==> src/link_error_irq_pkg.sv <==
package link_error_irq_pkg;

  // ----------------------------------------------------------------------
  // Register indices and byte addresses
  // ----------------------------------------------------------------------
  // Each register index sits in one aligned 32-bit word at four times its index.
  localparam logic [7:0] CTRL_INDEX   = 8'hE0;
  localparam logic [7:0] ENABLE_INDEX = 8'hE1;
  localparam logic [7:0] STATUS_INDEX = 8'hE5;
  localparam logic [7:0] CLEAR_INDEX  = 8'hE6;
  localparam int         ADDR_LSB     = 2;
  localparam int         DECODE_BITS  = 10;

  // ----------------------------------------------------------------------
  // Field positions
  // ----------------------------------------------------------------------
  localparam int IRQ_ENABLE_BIT   = 0;
  localparam int SYNC_BIT         = 7;
  localparam int CHECKSUM_BIT     = 6;
  localparam int UNCORRECTED_BIT  = 5;
  localparam int CORRECTED_BIT    = 4;
  localparam int PROTOCOL_BIT     = 3;
  localparam int LEADER_BIT       = 2;
  localparam int RESERVED_BIT     = 1;
  localparam int UNLOCK_BIT       = 0;

  // ----------------------------------------------------------------------
  // Reset values and writable bits
  // ----------------------------------------------------------------------
  localparam logic [7:0] CTRL_RESET      = 8'h00;
  localparam logic [7:0] ENABLE_RESET    = 8'h00;
  localparam logic [7:0] STATUS_RESET    = 8'h01;
  localparam logic [7:0] CTRL_WRITABLE   = 8'h01;
  localparam logic [7:0] ENABLE_WRITABLE = 8'hFD;
  localparam logic [7:0] STATUS_WRITABLE = 8'hFD;

  // ----------------------------------------------------------------------
  // Bus encodings
  // ----------------------------------------------------------------------
  localparam logic [2:0] HSIZE_WORD = 3'h2;
  localparam logic       HRESP_OKAY = 1'h0;

endpackage

==> src/level_sync.sv <==
`timescale 1ns/10ps

// Three-stage synchroniser; the output follows only when stages two and three agree.
module level_sync (
  // Clock and reset
  input  wire logic hclk,
  input  wire logic hresetn,
  // Level from the foreign domain
  input  wire logic async_level,
  output logic      stable_level
);

  typedef struct packed {
    logic first;
    logic second;
    logic third;
    logic level;
  } sync_state_type;

  sync_state_type state;
  sync_state_type next_state;

  // The first stage feeds only the second, so no logic sees a metastable value.
  always_comb begin
    next_state        = state;
    next_state.first  = async_level;
    next_state.second = state.first;
    next_state.third  = state.second;
    if (state.second == state.third) begin
      next_state.level = state.third;
    end
  end

  // State register.
  always_ff @(posedge hclk or negedge hresetn) begin
    if (!hresetn) begin
      state <= '0;
    end else begin
      state <= next_state;
    end
  end

  assign stable_level = state.level;

endmodule // level_sync

==> src/status_flag.sv <==
`timescale 1ns/10ps

// One sticky status bit: hardware sets it, software clears it, and a set wins.
module status_flag #(
  parameter logic RESET_VALUE = 1'b0
) (
  // Clock and reset
  input  wire logic hclk,
  input  wire logic hresetn,
  // Set and clear requests
  input  wire logic set,
  input  wire logic clear,
  output logic      flag
);

  typedef struct packed {
    logic flag;
  } flag_state_type;

  flag_state_type state;
  flag_state_type next_state;

  // A set in the cycle of a clear keeps the bit, so no event is lost.
  always_comb begin
    next_state = state;
    if (set) begin
      next_state.flag = 1'b1;
    end else if (clear) begin
      next_state.flag = 1'b0;
    end
  end

  // State register.
  always_ff @(posedge hclk or negedge hresetn) begin
    if (!hresetn) begin
      state <= '{flag: RESET_VALUE};
    end else begin
      state <= next_state;
    end
  end

  assign flag = state.flag;

endmodule // status_flag

==> src/link_error_irq_unit.sv <==
// Register access over AHB-Lite was left to the implementer.
`timescale 1ns/10ps

// Overview of operation
// Output enable clear keeps interrupt pin undriven.
// Enabled pin high when enabled status set.
// Mask bit 7 gates unexpected sync error.
// Mask bit 6 gates payload checksum error.
// Mask bit 5 gates uncorrectable header error.
// Mask bit 4 gates corrected header error.
// Mask bit 3 gates low-level protocol error.
// Mask bit 2 gates start leader error.
// Mask bit 0 gates lock loss; bit1 reserved.
// Errors set status; writing one clears it.
// Lock-to-unlock sets bit 0, resets to one.
// Protocol bit collects all low-level sync errors.
// Status sets regardless of mask bits.
// Reserved bits read zero, ignore writes.
module link_error_irq_unit (
  // Clock and reset
  input  wire logic        hclk,
  input  wire logic        hresetn,
  // AHB-Lite slave
  input  wire logic        hsel,
  input  wire logic [31:0] haddr,
  input  wire logic [1:0]  htrans,
  input  wire logic        hwrite,
  input  wire logic [2:0]  hsize,
  input  wire logic [31:0] hwdata,
  input  wire logic        hready,
  output logic             hreadyout,
  output logic             hresp,
  output logic [31:0]      hrdata,
  // Error pulses from the packet processor
  input  wire logic        unexpected_sync_error,
  input  wire logic        payload_checksum_error,
  input  wire logic        header_uncorrectable_error,
  input  wire logic        header_corrected_error,
  input  wire logic        start_leader_bit_error,
  // Low-level protocol error sources
  input  wire logic        sot_eot_sync_error,
  input  wire logic        escape_entry_error,
  input  wire logic        lp_sync_error,
  input  wire logic        false_control_error,
  input  wire logic        lane_merge_error,
  // PLL lock level from the PLL domain
  input  wire logic        pll_locked,
  // Interrupt pin
  output logic             irq_pin_out,
  output logic             irq_pin_oe
);

  import link_error_irq_pkg::*;

  // ----------------------------------------------------------------------
  // State
  // ----------------------------------------------------------------------
  typedef struct packed {
    logic [7:0] ctrl;
    logic [7:0] mask;
    logic       wr_pending;
    logic       rd_pending;
    logic [7:0] index;
    logic       lock_prev;
  } unit_state_type;

  unit_state_type state;
  unit_state_type next_state;

  logic [7:0] set_vec;
  logic [7:0] clear_vec;
  logic [7:0] status;
  logic       lock_stable;
  logic       low_level_protocol_error;
  logic       accept;
  logic       index_hit;
  logic [7:0] addr_index;

  // ----------------------------------------------------------------------
  // Lock monitor
  // ----------------------------------------------------------------------
  // The lock level comes from another clock, so it is filtered before use.
  level_sync lock_sync (
    .hclk         (hclk),
    .hresetn      (hresetn),
    .async_level  (pll_locked),
    .stable_level (lock_stable)
  );

  // ----------------------------------------------------------------------
  // Event collection
  // ----------------------------------------------------------------------
  // Every low-level sync fault lands on one status bit.
  assign low_level_protocol_error = sot_eot_sync_error | escape_entry_error | lp_sync_error |
                                    false_control_error | lane_merge_error;

  // Events set status bits with no regard to the mask register.
  always_comb begin
    set_vec                  = 8'h00;
    set_vec[SYNC_BIT]        = unexpected_sync_error;
    set_vec[CHECKSUM_BIT]    = payload_checksum_error;
    set_vec[UNCORRECTED_BIT] = header_uncorrectable_error;
    set_vec[CORRECTED_BIT]   = header_corrected_error;
    set_vec[PROTOCOL_BIT]    = low_level_protocol_error;
    set_vec[LEADER_BIT]      = start_leader_bit_error;
    set_vec[UNLOCK_BIT]      = state.lock_prev & ~lock_stable;
  end

  // Writing one to the status word or to the clear word clears; zeros are ignored.
  always_comb begin
    clear_vec = 8'h00;
    if (state.wr_pending && (state.index == STATUS_INDEX || state.index == CLEAR_INDEX)) begin
      clear_vec = hwdata[7:0] & STATUS_WRITABLE;
    end
  end

  // ----------------------------------------------------------------------
  // Status bits
  // ----------------------------------------------------------------------
  // The unlock bit starts set, since the PLL is not locked out of reset.
  for (genvar i = 0; i < 8; i++) begin : g_status
    if (i == RESERVED_BIT) begin : g_reserved
      assign status[i] = 1'b0;
    end else begin : g_flag
      status_flag #(
        .RESET_VALUE (STATUS_RESET[i])
      ) flag_bit (
        .hclk    (hclk),
        .hresetn (hresetn),
        .set     (set_vec[i]),
        .clear   (clear_vec[i]),
        .flag    (status[i])
      );
    end
  end

  // ----------------------------------------------------------------------
  // Bus slave
  // ----------------------------------------------------------------------
  // Only whole-word transfers are taken; others complete as OKAY with no effect.
  assign addr_index = haddr[DECODE_BITS-1:ADDR_LSB];
  assign accept     = hsel & hready & htrans[1] & (hsize == HSIZE_WORD);
  assign index_hit  = (addr_index == CTRL_INDEX) || (addr_index == ENABLE_INDEX) ||
                      (addr_index == STATUS_INDEX) || (addr_index == CLEAR_INDEX);

  // Address phase captures the target, the data phase applies the write.
  always_comb begin
    next_state            = state;
    next_state.lock_prev  = lock_stable;
    next_state.wr_pending = accept & hwrite & index_hit;
    next_state.rd_pending = accept & ~hwrite & index_hit;
    if (accept) begin
      next_state.index = addr_index;
    end
    if (state.wr_pending && state.index == CTRL_INDEX) begin
      next_state.ctrl = hwdata[7:0] & CTRL_WRITABLE;
    end
    if (state.wr_pending && state.index == ENABLE_INDEX) begin
      // Bits 7 to 2 and 0 are masks; bit 1 stays zero.
      next_state.mask = hwdata[7:0] & ENABLE_WRITABLE;
    end
  end

  // State register; all controls come up cleared, so the pin is undriven.
  always_ff @(posedge hclk or negedge hresetn) begin
    if (!hresetn) begin
      state <= '{ctrl: CTRL_RESET, mask: ENABLE_RESET, wr_pending: 1'b0, rd_pending: 1'b0,
                 index: 8'h00, lock_prev: 1'b0};
    end else begin
      state <= next_state;
    end
  end

  // Read data is a mux of registers; the clear word and unmapped words read zero.
  always_comb begin
    hrdata = 32'h0000_0000;
    if (state.rd_pending) begin
      unique case (state.index)
        CTRL_INDEX:   hrdata[7:0] = state.ctrl;
        ENABLE_INDEX: hrdata[7:0] = state.mask;
        STATUS_INDEX: hrdata[7:0] = status;
        default:      hrdata      = 32'h0000_0000;
      endcase
    end
  end

  // The unit never stalls, so every transfer takes one data cycle.
  assign hreadyout = 1'b1;
  assign hresp     = HRESP_OKAY;

  // ----------------------------------------------------------------------
  // Interrupt pin
  // ----------------------------------------------------------------------
  // The pin is driven only when enabled, and then high for any masked-in status.
  assign irq_pin_oe  = state.ctrl[IRQ_ENABLE_BIT];
  assign irq_pin_out = |(status & state.mask);
endmodule // link_error_irq_unit

==> config.mk <==
export PLATFORM = sky130hd
export DESIGN_NAME = link_error_irq_unit
export DESIGN_NICKNAME = d
export VERILOG_FILES = /design/src/link_error_irq_pkg.sv /design/src/level_sync.sv /design/src/status_flag.sv /design/src/link_error_irq_unit.sv
export SDC_FILE = /design/constraint.sdc
export NUM_CORES = 1
export LEC_CHECK = 0
export ABC_AREA = 1
export BUFFER_PORTS_ARGS = -buffer_cell sky130_fd_sc_hd__buf_2
export CAP_MARGIN = 20
export CORE_ASPECT_RATIO = 1.2
export CORE_MARGIN = 8
export CORE_UTILIZATION = 23
export DETAILED_ROUTE_END_ITERATION = 8
export HOLD_SLACK_MARGIN = 0.03
export PLACE_DENSITY = 0.54
export SLEW_MARGIN = 5
export SYNTH_ARGS = -nofsm -noshare
export SYNTH_HDL_FRONTEND = slang
export SYNTH_SLANG_ARGS = --single-unit
==> constraint.sdc <==
create_clock -name hclk -period 1.37 [get_ports hclk]
set_input_delay 0.0685 -clock hclk [delete_from_list [all_inputs] [get_ports hclk]]
set_output_delay 0.0685 -clock hclk [all_outputs]
set_load 0.02 [all_outputs]
== After elaboration in Yosys (flattened, before gate mapping) ==
Cells that the tools add are included.
Cells by class
  $add $sub $neg: 0
  multiply operators: 0
  divide/modulo/power cells: 0
  magnitude comparators: 0
  equal/unequal tests: 10
  shift-type cells: 0
  multiplexer cells: 17
  bitwise gates (word level): 15
  reduce and logical (&&, ||, !) cells: 15
Operators by type and width (number)
  $eq 8x8->1 const B: 8
  $pmux 8 s3: 1
  $mux 8: 2
  $mux 1: 14
  $reduce_bool 2->1: 7
  $and 1x1->1: 8
  $and 8x8->8: 1
  $reduce_or 8->1: 1
  $logic_or 1x1->1: 4
  $or 1x1->1: 4
  $eq 3x2->1 const B: 1
  $logic_and 1x1->1: 3
  $not 1->1: 2
  $eq 1x1->1: 1
Storage, ports and cells
  register bits after elaboration: 30
  bits in latches: 0
  bits in writable memories: 0
  bits in read-only memories: 0
  input port bits: 85
  output and inout port bits: 36
  word-level logic and storage cells: 74
  memories kept: 0

== Longest topological paths before layout ==
  word-level depth: 6
  gate-level depth with buffers: 8
  depth with buffers taken out: 7

== Modules after synthesis ==
Synthesis repeated with hierarchy kept, for this count alone.
Second synthesis, totals
  cells, all modules: 226
  area, all modules: 1752.9 um^2
By module, submodules not included
  link_error_irq_unit: times used 1, cells an instance 183, area an instance 1355.0 um^2, seq. area each 475.5 um^2
  status_flag (g_status[2].g_flag.flag_bit ...): times used 6, cells an instance 5, area an instance 40.0 um^2, seq. area each 25.0 um^2
  level_sync: times used 1, cells an instance 8, area an instance 116.4 um^2, seq. area each 100.1 um^2
  status_flag (g_status[0].g_flag.flag_bit): times used 1, cells an instance 5, area an instance 41.3 um^2, seq. area each 26.3 um^2

== Least setup slack after synthesis ==
No wires, ideal clock.
  path kind: register -> output
  start: reg state[2] (netlist name)
  end: out hrdata[7]
  arrival: 1238 ps
  data required time: 1302 ps
  path slack: 63 ps
  stages on the path, launching flop included: 8
  buffers on the path: 0
  cell sequence: dfrtp_1 -> inv_2 -> nand2_4 -> nor2_2 -> nand2_1 -> inv_2 -> nand2_1 -> a21oi_1
On the way
  cells in the longest elaborated chain, start to end: 3
  elaborated cells on any way between the ends: 5
  classes of those cells: 3 x eq/ne; 2 x mux
Ends and longest elaborated chain
  from (decl): RTL line link_error_irq_unit.sv:67  | unit_state_type state;
  from (signal assigned): RTL line link_error_irq_unit.sv:167  | state <= '{ctrl: CTRL_RESET, mask: ENABLE_RESET, wr_pending: 1'b0, rd_pending: 1'b0,
  from (signal assigned): RTL line link_error_irq_unit.sv:170  | state <= next_state;
  $eq 8x8->1: RTL line link_error_irq_unit.sv:178  | unique case (state.index)
  $pmux 8 s3 (*): RTL line link_error_irq_unit.sv:178
  $mux 8 (*): RTL line link_error_irq_unit.sv:177  | if (state.rd_pending) begin
  to (decl): RTL line link_error_irq_unit.sv:33  | output logic [31:0] hrdata,
Mark *: on every way between the ends. The rest lies on a longest branch, timed or not.

== Worst setup path in the final report ==
  start: reg state[2] (netlist name)
  end: out hrdata[0]
Same word-level chain as after synthesis.

==> results.txt <==
----------------------------------------------------
[Setup path]
  Required arrival time at the worst endpoint ... 1.30 ns
  CP startpoint kind ... flip-flop
  Critical path capture point type ... primary output
  Beginning of the worst register-to-register path ... state[5]
  R2R Path End ... state[11]
  CP delay by family, top ... simple AND/OR/NAND/NOR gates
  Worst-path maximum fanout ... 3
  Slowest CP cell ... dfrtp_1
  Data arrival time of the worst path ... 1.49 ns
  Critical path buffers and inverters ... 2
  Worst reg2reg path depth ... 9
  Critical Setup Path Class ... reg2out
  Delay of the slowest cell on the worst path ... 0.39 ns
  Cells along the critical path ... inv_2 -> nand2_4 -> nor2_4 -> nand2_2 -> nand2_1 -> nand2_4 -> nor2_4 -> buf_6
  FF-to-FF setup slack ... 0.03 ns

[Placement]
  Detail Placement HPWL ... 3310 um
  Port Buffers ... 43
  Placed cell count ... between 300 and 400
  Final weighted congestion of routability-driven global placement ... 0.759

[Timing]
  Endpoints failing hold ... 0
  Setup TNS ... -1.15 ns
  Final setup skew ... 0.00188 ns
  Maximum clock frequency ... 642 MHz
  Post-layout worst setup margin ... -0.188 ns
  Setup repair after global routing missed its margin ... yes
  Max-slew violations ... 0
  Share of the cycle needed by the critical path after routing ... 1.14
  Number of setup violations in the final report ... 7
  Remaining max-slew budget at the tightest pin ... 0.546
  Worst Hold Slack ... 0.0466 ns
  Final critical delay including setup and external delays ... between 1.5 and 2 ns
  Slew of the pin with the lowest slew margin ... 0.681 ns

[Hold path]
  Hold path startpoint ... haddr[9]
  Worst hold path stage count ... 3
  Class of the most critical hold timing path ... in2reg
  Hold Crit Endpoint ... state[8]

[Logic synthesis]
  Number of flops mapped to enable cells by yosys ... 0
  Syn. warnings ... 0
  Share of async-settable or async-resettable flops after synthesis ... 1.00
  Number of synthesized register bits ... 30
  Top_reg_cell synth ... dfrtp_1
  Mapped cell area ... 0.00174 sq mm
  Number of unique standard cell types used by synthesis ... 26
  Synthesized instance count ... 215
  Library cell with the largest summed area after synthesis ... dfrtp_1
  Proportion of synthesized chip area in sequential cells ... 0.433
  Mean area per synthesized cell ... 8.08 sq um
  Synth top area share ... 0.418
  Cell types occupying the most area after synthesis ... dfrtp_1, nand2_1, buf_4

[Drt]
  Wire length on met1 ... 1850 um
  Routed len/inst ... 11.2 um
  Total wire length after detailed routing ... 4390 um
  WL met3 ... 293 um
  Number of violations reported at the end of detailed-routing iteration 0 ... 46
  Highest metal layer with signal wires ... met4
  Count of unresolved DRC violations after routing ... 0
  Number of detailed-routing iterations run before antenna repair ... 6
  Number of nets with antenna violations after routing ... 0
  Overall via count from detail_route ... 1541
  Post-DR vias/cell ... 3.94
  DR WL met2 ... 2170 um

[Power]
  Worst IR drop on VDD ... 0.000522 V
  Power density over the cells ... 837 mW/mm^2
  Power consumption ... roughly 2100 uW
  Leakage ... approximately 0.0013 uW

[GRT]
  Number of antenna violations at the first check in global routing ... 0
  Pin count of the biggest net entering global routing ... 31
  Number of global-route vias before repair ... roughly 1600
  Global-route wire length before repair ... 7030 um
  Total routing usage reported by global routing ... 0.0833
  GRT overflow ... 0

[Clock tree]
  Clock Sink Count ... 30
  Clock tree from TritonCTS ... yes
  H-tree lvl count ... 2
  Number of buffers inserted during clock tree synthesis ... 5
  Worst skew pair latency ... 0.27 ns
  Register clock-pin slew on the reported worst setup and hold paths ... approximately 0.06 ns
  Root Driver ... clkbuf_8
  Clk buf depth ... 2

[Cells and area]
  Fillers ... 755
  Number of nets in the final layout ... 385
  Number of antenna repair diodes ... 0
  Fraction of final layout cells sized beyond drive strength 1 ... 0.352
  Final Instance Count excl. Fillers ... 391
  Area added between synthesis and finish ... 46.0%
  Share of the core filled with cells in the final layout ... 0.348
  Leading cell type in the layout, fill and taps excluded ... nand2_1
  Commonest cells after routing, fill and taps aside ... nand2_1, buf_2, dfrtp_1, conb_1, nand3_1

[Floorplan]
  Die Height ... 111 um
  Total die area ... around 0.011 sq mm
  Num rows ... 34
  Standard cell core area ... between 0.007 and 0.008 sq mm
  Num ports ... 121
  Die width ... between 90 and 100 um
  Initial Util ... 0.239

[Flow run]
  Count of maximum capacitance violations ... 0

[Run status]
  Violations in the final reports ... setup timing
  Result of the run ... complete, but fails checks

----------------------------------------------------
==> state kept, by name (all words and copies together), names as in the netlist <==
name                           count
lock_sync.next_state               2
state                             18
g_status.g_flag.flag_bit.flag      7
lock_sync.state                    1
irq_pin_oe                         1
lock_sync.stable_level             1
==> kinds of logic (layout without fill, tap and decap cells) <==
kind of cell,count (synthesis),count (layout),share of synthesized area
flip-flops,30,30,0.433
adder cells (fa/ha/maj),1,1,0.00576
AND/OR/NAND/NOR,110,110,0.314
buffers and inverters,50,111,0.174
AO/OA/AOI/OAI,22,22,0.0692
other,2,27,0.00432
==> through the flow <==
| step | setup WS [ns] | cell area, sq um |
|---|---|---|
| after floorplan | 0.0634 | 1830 |
| after global placement | -0.00628 | 2060 |
| after detailed placement | -0.00759 | 2060 |
| after CTS | -0.238 | 2410 |
| after global routing | -0.300 | 2530 |
| final | -0.188 | 2530 |
==> synth_stat cells (2+ instances only) <==
cell type,number
nand3b_1,2
o21ai_1,12
nor2_2,2
nand2_2,2
nor3_1,3
nor3b_1,2
nor2_1,8
inv_2,5
buf_4,27
nand3_1,22
a21oi_1,6
dfrtp_1,29
nand2_1,63
nand2_4,2
nor2_8,3
conb_1,2
inv_1,16
==> cell type report <==
| cell class | instances | area [sq um] | share of cell area |
|---|---|---|---|
| multi-input combinational | 160 | 872 | 0.344 |
| sequential | 30 | 752 | 0.297 |
| timing repair buffer | 82 | 628 | 0.248 |
| tap | 90 | 113 | 0.0444 |
| clock buffer | 7 | 86.3 | 0.0341 |
| inverter | 21 | 78.8 | 0.0311 |
| clock inverter | 1 | 5.00 | 0.00197 |
==> per-layer routing <==
| layer | vias up | track usage |
|---|---|---|
| met5 | - | 0 |
| met4 | 0 | 0.0438 |
| met3 | 6 | 0.0271 |
| met2 | 44 | 0.131 |
| met1 | 691 | 0.0966 |
| li1 | 800 | - |
==> tightest hold or removal path: stages <==
cell and delay (ns):
buf_2 0.09, nand3_1 0.07, nand2_1 0.06
==> worst max path at each step <==
stage / start / slack [ns] / to / cells past startpoint
final: state[2] / -0.19 / hrdata[0] / 8
after global routing: state[2] / -0.30 / hrdata[5] / 9
after CTS: state[5] / -0.24 / hrdata[0] / 9
after detailed placement: state[2] / -0.008 / hrdata[0] / 8
after global placement: state[2] / -0.006 / hrdata[0] / 8
after floorplan: state[2] / 0.06 / hrdata[7] / 7
==> where the power goes <==
group          internal [uW]  switching (uW)
Combinational            180             241
Clock                    404             318
Sequential               941            37.7
==> timing repair <==
action                                 CTS  global route
hold buffers                            17             0
endpoints found under the hold margin   44             0
cloned                                   0             0
pin swaps                                6            11
gates resized for setup                 21            23
setup buffers                            3             5
setup endpoints to repair                9            22
Power figures use the tool's default switching activity.
